File: src/verilog/bto_regs.vh
// Constants for the bit invert and overflow branch execution block.
`ifndef BTO_REGS_VH
`define BTO_REGS_VH
`define BTO_OPC_INVERT     4'h7
`define BTO_OPC_BRANCH     8'he4
`define BTO_ACCESS_SPLIT   8'h80
`define BTO_ACCESS_HI_BANK 4'hf
`define BTO_PC_RESET       21'h000000
`define BTO_QUARTERS       2'h3
`endif

File: src/verilog/bto_phase.v
// Quarter phase generator for one instruction cycle.
`include "bto_regs.vh"

module bto_phase (
  // Clock and reset.
  input  wire       mclk,
  input  wire       rst_n,
  // Run enable and phase outputs.
  input  wire       run,
  output wire [1:0] phase,
  output wire       cycle_end
);

  reg [1:0] phase_q;

  always @(posedge mclk) begin
    if (!rst_n) begin
      phase_q <= 2'h0;
    end else if (run) begin
      phase_q <= phase_q + 2'h1;
    end
  end

  assign phase     = phase_q;
  assign cycle_end = run && (phase_q == `BTO_QUARTERS);

endmodule // bto_phase

File: src/verilog/bto_core.v
// Execution of the bit invert and overflow branch instructions.
`include "bto_regs.vh"

//////////////////////////////////////////////////////////////////////////////
// Functional notes
// - Bit invert flips only the indexed bit of the addressed data byte.
// - Access bit zero selects the access bank, ignoring the bank select.
// - Access bit one joins bank select register and file address.
// - Invert: decode, read, modify in the first three quarters, write strobe in the next first quarter.
module bto_core #(
  parameter PC_W = 21
) (
  // Clock and reset.
  input  wire            mclk,
  input  wire            rst_n,
  // Instruction fetch.
  input  wire [15:0]     instr,
  input  wire            instr_valid,
  output wire            instr_ready,
  // Core state.
  input  wire [3:0]      bank_select_register,
  input  wire            overflow_flag,
  // Data memory.
  output wire [11:0]     mem_addr,
  output wire            mem_rd,
  input  wire [7:0]      mem_rdata,
  output wire            mem_wr,
  output wire [7:0]      mem_wdata,
  // Program counter and phases.
  output wire [PC_W-1:0] pc,
  output wire            first_quarter_phase,
  output wire            fourth_quarter_phase,
  output wire            illegal_op
);

  ////////////////////////////////////////////////////////////////////////////
  // Machine states and storage.

  localparam ST_RUN  = 1'b0;
  localparam ST_IDLE = 1'b1;

  reg            state_q;
  reg            state_d;
  reg [15:0]     ir_q;
  reg [15:0]     ir_d;
  reg [7:0]      data_q;
  reg [7:0]      data_d;
  reg [11:0]     addr_q;
  reg [11:0]     addr_d;
  reg            rd_q;
  reg            rd_d;
  reg            wr_q;
  reg            wr_d;
  reg [7:0]      wdata_q;
  reg [7:0]      wdata_d;
  reg [PC_W-1:0] pc_q;
  reg [PC_W-1:0] pc_d;
  reg            illegal_q;
  reg            illegal_d;
  wire [1:0]     phase;
  wire           cycle_end;
  wire           ir_inv;
  wire           ir_bov;

  ////////////////////////////////////////////////////////////////////////////
  // Quarter phases.

  // The phase counter free-runs; the idle branch cycle is kept by state_q.
  bto_phase u_phase (
    .mclk      (mclk),
    .rst_n     (rst_n),
    .run       (1'b1),
    .phase     (phase),
    .cycle_end (cycle_end)
  );

  assign first_quarter_phase  = (phase == 2'h0);
  assign fourth_quarter_phase = cycle_end;
  // An instruction is taken only at the first quarter of a working cycle.
  assign instr_ready = first_quarter_phase && (state_q == ST_RUN);

  ////////////////////////////////////////////////////////////////////////////
  // Decoding helpers.

  function is_invert;
    input [15:0] word;
    begin
      is_invert = (word[15:12] == `BTO_OPC_INVERT);
    end
  endfunction

  function is_branch;
    input [15:0] word;
    begin
      is_branch = (word[15:8] == `BTO_OPC_BRANCH);
    end
  endfunction

  function [11:0] eff_addr;
    input [7:0] f;
    input       a;
    input [3:0] bank;
    begin
      if (!a) begin
        // Low half of the access bank is bank zero, high half the top bank.
        eff_addr = (f < `BTO_ACCESS_SPLIT) ? {4'h0, f}
                                           : {`BTO_ACCESS_HI_BANK, f};
      end else begin
        eff_addr = {bank, f};
      end
    end
  endfunction

  function [7:0] flip_bit;
    input [7:0] data;
    input [2:0] idx;
    begin
      flip_bit = data ^ (8'h01 << idx);
    end
  endfunction

  // The offset counts words, so it is doubled and sign extended to the PC.
  function [PC_W-1:0] word_offset;
    input [7:0] n;
    begin
      word_offset = {{(PC_W-9){n[7]}}, n, 1'b0};
    end
  endfunction

  assign ir_inv = is_invert(ir_q);
  assign ir_bov = is_branch(ir_q);

  ////////////////////////////////////////////////////////////////////////////
  // Next state.

  always @* begin
    state_d   = state_q;
    ir_d      = ir_q;
    data_d    = data_q;
    addr_d    = addr_q;
    rd_d      = 1'b0;
    wr_d      = 1'b0;
    wdata_d   = wdata_q;
    pc_d      = pc_q;
    illegal_d = illegal_q;
    case (phase)
      2'h0: begin
        if (instr_ready && instr_valid) begin
          ir_d      = instr;
          pc_d      = pc_q + {{(PC_W-2){1'b0}}, 2'h2};
          illegal_d = !is_invert(instr) && !is_branch(instr);
          addr_d    = eff_addr(instr[7:0], instr[8],
                               bank_select_register);
          rd_d      = is_invert(instr);
        end else begin
          // An empty slot or the idle cycle must not replay the old word.
          ir_d = 16'h0000;
        end
      end

      2'h1: begin
        data_d = mem_rdata;
      end

      2'h2: begin
        if (ir_inv) begin
          wdata_d = flip_bit(data_q, ir_q[11:9]);
        end
      end

      2'h3: begin
        if (state_q == ST_IDLE) begin
          state_d = ST_RUN;
        end else if (ir_inv) begin
          wr_d = 1'b1;
        end else if (ir_bov && overflow_flag) begin
          pc_d    = pc_q + word_offset(ir_q[7:0]);
          state_d = ST_IDLE;
        end
      end

      default: begin
        state_d = state_q;
      end
    endcase
  end

  ////////////////////////////////////////////////////////////////////////////
  // Registers.

  // The write strobe lands in the next first quarter, so the byte is stable.
  always @(posedge mclk) begin
    if (!rst_n) begin
      state_q   <= ST_RUN;
      ir_q      <= 16'h0000;
      data_q    <= 8'h00;
      addr_q    <= 12'h000;
      rd_q      <= 1'b0;
      wr_q      <= 1'b0;
      wdata_q   <= 8'h00;
      pc_q      <= `BTO_PC_RESET;
      illegal_q <= 1'b0;
    end else begin
      state_q   <= state_d;
      ir_q      <= ir_d;
      data_q    <= data_d;
      addr_q    <= addr_d;
      rd_q      <= rd_d;
      wr_q      <= wr_d;
      wdata_q   <= wdata_d;
      pc_q      <= pc_d;
      illegal_q <= illegal_d;
    end
  end

  ////////////////////////////////////////////////////////////////////////////
  // Outputs.

  assign mem_addr   = addr_q;
  assign mem_rd     = rd_q;
  assign mem_wr     = wr_q;
  assign mem_wdata  = wdata_q;
  assign pc         = pc_q;
  assign illegal_op = illegal_q;

endmodule // bto_core

File: config.mk
export PLATFORM = sky130hd
export DESIGN_NAME = bto_core
export DESIGN_NICKNAME = d
export VERILOG_FILES = /design/src/verilog/bto_phase.v /design/src/verilog/bto_core.v
export VERILOG_INCLUDE_DIRS = /design/src /design/src/verilog
export SDC_FILE = /design/constraint.sdc
export NUM_CORES = 1
export LEC_CHECK = 0
export ABC_CLOCK_PERIOD_IN_PS = 2700
export BUFFER_PORTS_ARGS = -buffer_cell sky130_fd_sc_hd__buf_2
export CORE_MARGIN = 3
export CORE_UTILIZATION = 49
export DETAILED_ROUTE_END_ITERATION = 16
export GPL_TIMING_DRIVEN = 0
export PLACE_DENSITY = 0.76
export SYNTH_ARGS = -nofsm -noshare
export SYNTH_HDL_FRONTEND = slang
export SYNTH_HIERARCHICAL = 1
export SYNTH_SLANG_ARGS = --single-unit
File: constraint.sdc
create_clock -name mclk -period 2.7 [get_ports mclk]
set_clock_uncertainty 0.1 [all_clocks]
set_input_delay 0.54 -clock mclk [delete_from_list [all_inputs] [get_ports mclk]]
set_output_delay 0.54 -clock mclk [all_outputs]
set_load 0.005 [all_outputs]
==> results.md <==
Power and ir drop:
- The cell internal power dissipation is 1.601 mW.
- Summing internal, switching and leakage power gives 2.242 mW.
- Summed over all cells, the static leakage comes to 1.902 nW.
- The fraction of power spent switching nets is 28.61%.
- The net switching power is 0.6416 mW.
- In this run, the clock network consumes 32.7% of the power.
- The portion of total power attributed to combinational logic is 17.1%.
- Dividing total power by cell area gives a power density of 474.8 nW/um2.
- Sequential cells burn 50.1% of the power.
- Across the VDD grid, the largest voltage drop is 289.6 uV.

Drt:
- The routed layout has 3676 vias.
- The DRC violation total after the first TritonRoute iteration is 216.
- The per-cell via count in the routed design is 5.655.
- The total iterations of the first detailed-routing run is 7.
- The total wire length after detailed routing is 10.25 mm.
- In the routed design, unresolved DRC markers number 0.
- The per-cell routed wire length is 15.78 um.
- The final antenna-violating net count is 0.

Timing:
- The post-route fraction of the period consumed by the critical path is 96.77%.
- Setup total negative slack on the finished layout was measured at 0 ns.
- For the pin with the worst max-slew slack, the measured transition is 0.8276 ns.
- After layout, the minimum clock period comes to 2.613 ns.
- The max-slew violation count was 0.
- The final-report hold violation count is 0.
- Headroom to the max-slew limit came out at 44.33%.
- Setup repair after global routing could not meet its margin everywhere.
- Setup violations remaining at the end of the flow were counted as 0.
- Setup slack on the critical path of the routed design comes to 0.08708 ns.
- Hold timing on the final database bottoms out at a slack of 0.3155 ns.
- The maximum achievable frequency is 0.3827 GHz.

Run status:
- The run finished with clean final reports.

Yosys:
- Of all cell types, the one taking the most synthesized area is sky130_fd_sc_hd__dfxtp_1.
- The mapped netlist covers 3710 um2.
- In this run, synthesis inferred 0 flip-flops with an integrated enable.
- The fraction of post-synthesis cell area in the top cell type by area is 37.77%.
- In the synthesized netlist the dominant register cell turns out to be sky130_fd_sc_hd__dfxtp_1.
- The unique cell type count in the Yosys netlist is 64.
- The synthesized flop and latch total is 70.
- The share of flip-flops with an asynchronous set or reset is 0%.
- In the synthesized netlist, the cells that appear most often are 70 x sky130_fd_sc_hd__dfxtp_1, 50 x sky130_fd_sc_hd__nand2_1, 42 x sky130_fd_sc_hd__nor2_1.
- Ranked by total cell area, the synthesized netlist is headed by sky130_fd_sc_hd__dfxtp_1 38%, sky130_fd_sc_hd__nand2_1 5.1%, sky130_fd_sc_hd__a21oi_1 4.7%, sky130_fd_sc_hd__nor2_1 4.2%, sky130_fd_sc_hd__ha_1 4.0%.
- The proportion of synthesized chip area in sequential cells is 37.77%.
- The Yosys step of the flow raised 6 warnings.
- By instance count, the leading cell after synthesis is sky130_fd_sc_hd__dfxtp_1.
- The synthesized area per cell is 8.318 um2.
- The number of cells produced by synthesis is 446.

Floorplanning:
- The area of the placeable core is 7292 um2.
- The height of the die is 93.01 um.
- The number of top-level design ports is 79.
- The effective utilization at floorplan is 50.88%.
- The x dimension of the die is 93.01 um.
- The standard-cell row count is 31.
- The die covers 8651 um2.

Min path:
- The min-delay analysis places its worst path in the category in -> reg.

Clocking:
- For this design, the CTS-stage hold fixing added 0 buffers.
- After clock tree synthesis, the clock-pin slew on the worst setup and hold paths is 0.07 ns.
- The insertion delay of the later-clocked pin in the worst-skew pair is 0.34 ns.
- TritonCTS built the clock tree.
- The clock passes through at most 2 buffers.
- Counting the buffers created by CTS gives 9.
- The H-tree generated during clock tree synthesis spans 3 levels.
- The root cell of the clock tree is sky130_fd_sc_hd__clkbuf_8.
- The clock sink total is 70.

Worst setup path:
- The slowest stage of the critical path is the sky130_fd_sc_hd__dfxtp_4 cell.
- The arrival time of the worst setup path is 2.70 ns.
- The type of the worst setup path is reg -> reg.
- For the worst setup path, the data required time is 2.79 ns.
- The kind of launch point of the worst setup path is a register.
- Traced cell by cell, the critical path runs through ha_4 > buf_8 > and2_4 > ha_4 > o211ai_1 > o211ai_1 > buf_4 > nand3_1 > a221oi_2 > nand3b_1 > o311ai_0.
- Counting both buffers and inverters, the worst setup path holds a total of 2.
- The maximum single-stage delay on the critical path is 0.36 ns.
- The critical-path maximum fanout is 9.
- The kind of end point of the critical path is a register.
- The cell type group with the largest total delay on the critical path is compound AO/OA/AOI/OAI gates.

Placed design:
- The placed instances occupy a cell area of 4282 um2.
- Detailed placement finished with a half-perimeter wire length of 7.242 mm.
- The minimum setup slack after placement is -0.3204 ns.
- The global placement routability congestion is 0.8938.
- The number of port buffers is 77.

Cells and area:
- Relative to the synthesized area, the layout overhead comes to 27.29%.
- The fraction of final layout cells sized beyond drive strength 1 is 26.50%.
- The total of fill cells in the finished design is 655.
- The count of inserted antenna diode cells is 0.
- After the last flow step, the layout net total stands at 592.
- The final design area excluding fillers is 4722 um2.

Flow run:
- The number of maximum-capacitance violations is 0.

GRT:
- The via count of the first global-routing pass was 3531.
- The initial antenna violation count is 0.
- The first global-routing pass estimated 16.65 mm of wire.
- The overall track demand over capacity in global routing is 23.88%.
- Entering global routing, the biggest net connects 19 pins.
- After global routing the overflow that remains totals 0.
-- cells in the final DEF, fill, tap and decap left out, types with 7 or more instances in the layout --
master and n:
sky130_fd_sc_hd__xnor2_1 12, sky130_fd_sc_hd__and2_1 7, sky130_fd_sc_hd__a21oi_1 31, sky130_fd_sc_hd__o21ai_0 12
sky130_fd_sc_hd__clkbuf_8 10, sky130_fd_sc_hd__xor2_1 7, sky130_fd_sc_hd__nor2_1 42, sky130_fd_sc_hd__a22o_1 15
sky130_fd_sc_hd__dfxtp_1 68, sky130_fd_sc_hd__clkbuf_1 21, sky130_fd_sc_hd__nor3_1 13, sky130_fd_sc_hd__mux2i_1 12
sky130_fd_sc_hd__buf_4 12, sky130_fd_sc_hd__nand2_1 49, sky130_fd_sc_hd__buf_2 81, sky130_fd_sc_hd__inv_1 7
sky130_fd_sc_hd__a211oi_1 13
-- layer usage --
metal / vias to the layer above / global-route usage, % / part of all wire, %
met5: - / 0 / 0
met4: 0 / 10.13 / 1.4
met3: 17 / 5.792 / 8.5
met2: 151 / 39.17 / 46
met1: 1708 / 29.91 / 44
li1: 1800 / - / -
-- cell type report --
type	count	area [um2]	area share, %
multi-input combinational	341	2375	50.29
inverter	7	26.28	0.5564
clock inverter	4	23.77	0.5034
clock buffer	11	141.4	2.994
timing repair buffer	89	493.0	10.44
sequential	70	1409	29.84
buffer	29	130.1	2.756
tap	99	123.9	2.623
-- sequential cells by signal (all words and copies together) (netlist names) --
signal,count
data_q,8
u_phase/phase,2
mem_wr,1
mem_rd,1
state_q,1
ir_q,16
illegal_op,1
pc,20
mem_addr,12
mem_wdata,8
-- cells by family (layout without fill, tap and decap cells) --
group | count (synthesis) | after routing | share of synthesized area (%)
compound gates | 114 | 114 | 21.42
xor+xnor | 19 | 19 | 4.486
fa+ha+maj | 13 | 13 | 4.587
buf+inv | 37 | 140 | 4.047
flops | 70 | 70 | 37.77
mux | 12 | 12 | 3.238
other cells | 2 | 4 | 0.2024
simple gates | 179 | 179 | 24.25
-- power by group through the flow --
stage          Clock (mW)  Sequential, mW  Combinational (mW)
2_1_floorplan           0            1.14               0.212
3_3_place_gp            0            1.14               0.328
3_5_place_dp            0            1.14               0.336
4_1_cts             0.752            1.12               0.356
5_1_grt             0.800            1.13               0.424
6_report            0.734            1.12               0.384
-- repair_timing --
action                     in CTS  in global routing
gates cloned                    0                  1
setup endpoints to repair      12                 11
setup buffers                   7                  4
resized for setup              23                 14
pin swaps                      13                  7
-- path summary, 6_finish.rpt --
kind,startpoint,to,slack (ns),cells past startpoint
max reg2reg,u_phase/phase[1]$_SDFFE_PN0P_,pc[16]$_SDFFE_PN0P_,0.09,11
min reg2reg,mem_addr[3]$_SDFFE_PN0P_,mem_addr[3]$_SDFFE_PN0P_,0.36,2
min,instr[15],mem_rd$_SDFF_PN0_,0.32,2
max,u_phase/phase[1]$_SDFFE_PN0P_,pc[16]$_SDFFE_PN0P_,0.09,11
-- through the flow --
| stage | instances | utilization [%] |
|---|---|---|
| 6_report | 650 | 64.76 |
| 5_1_grt | 650 | 64.76 |
| 4_1_cts | 645 | 62.83 |
| 3_5_place_dp | 624 | 58.72 |
| 3_3_place_gp | 624 | 58.72 |
| 2_1_floorplan | 448 | - |
Note: power is estimated with default switching activity, not from simulation.
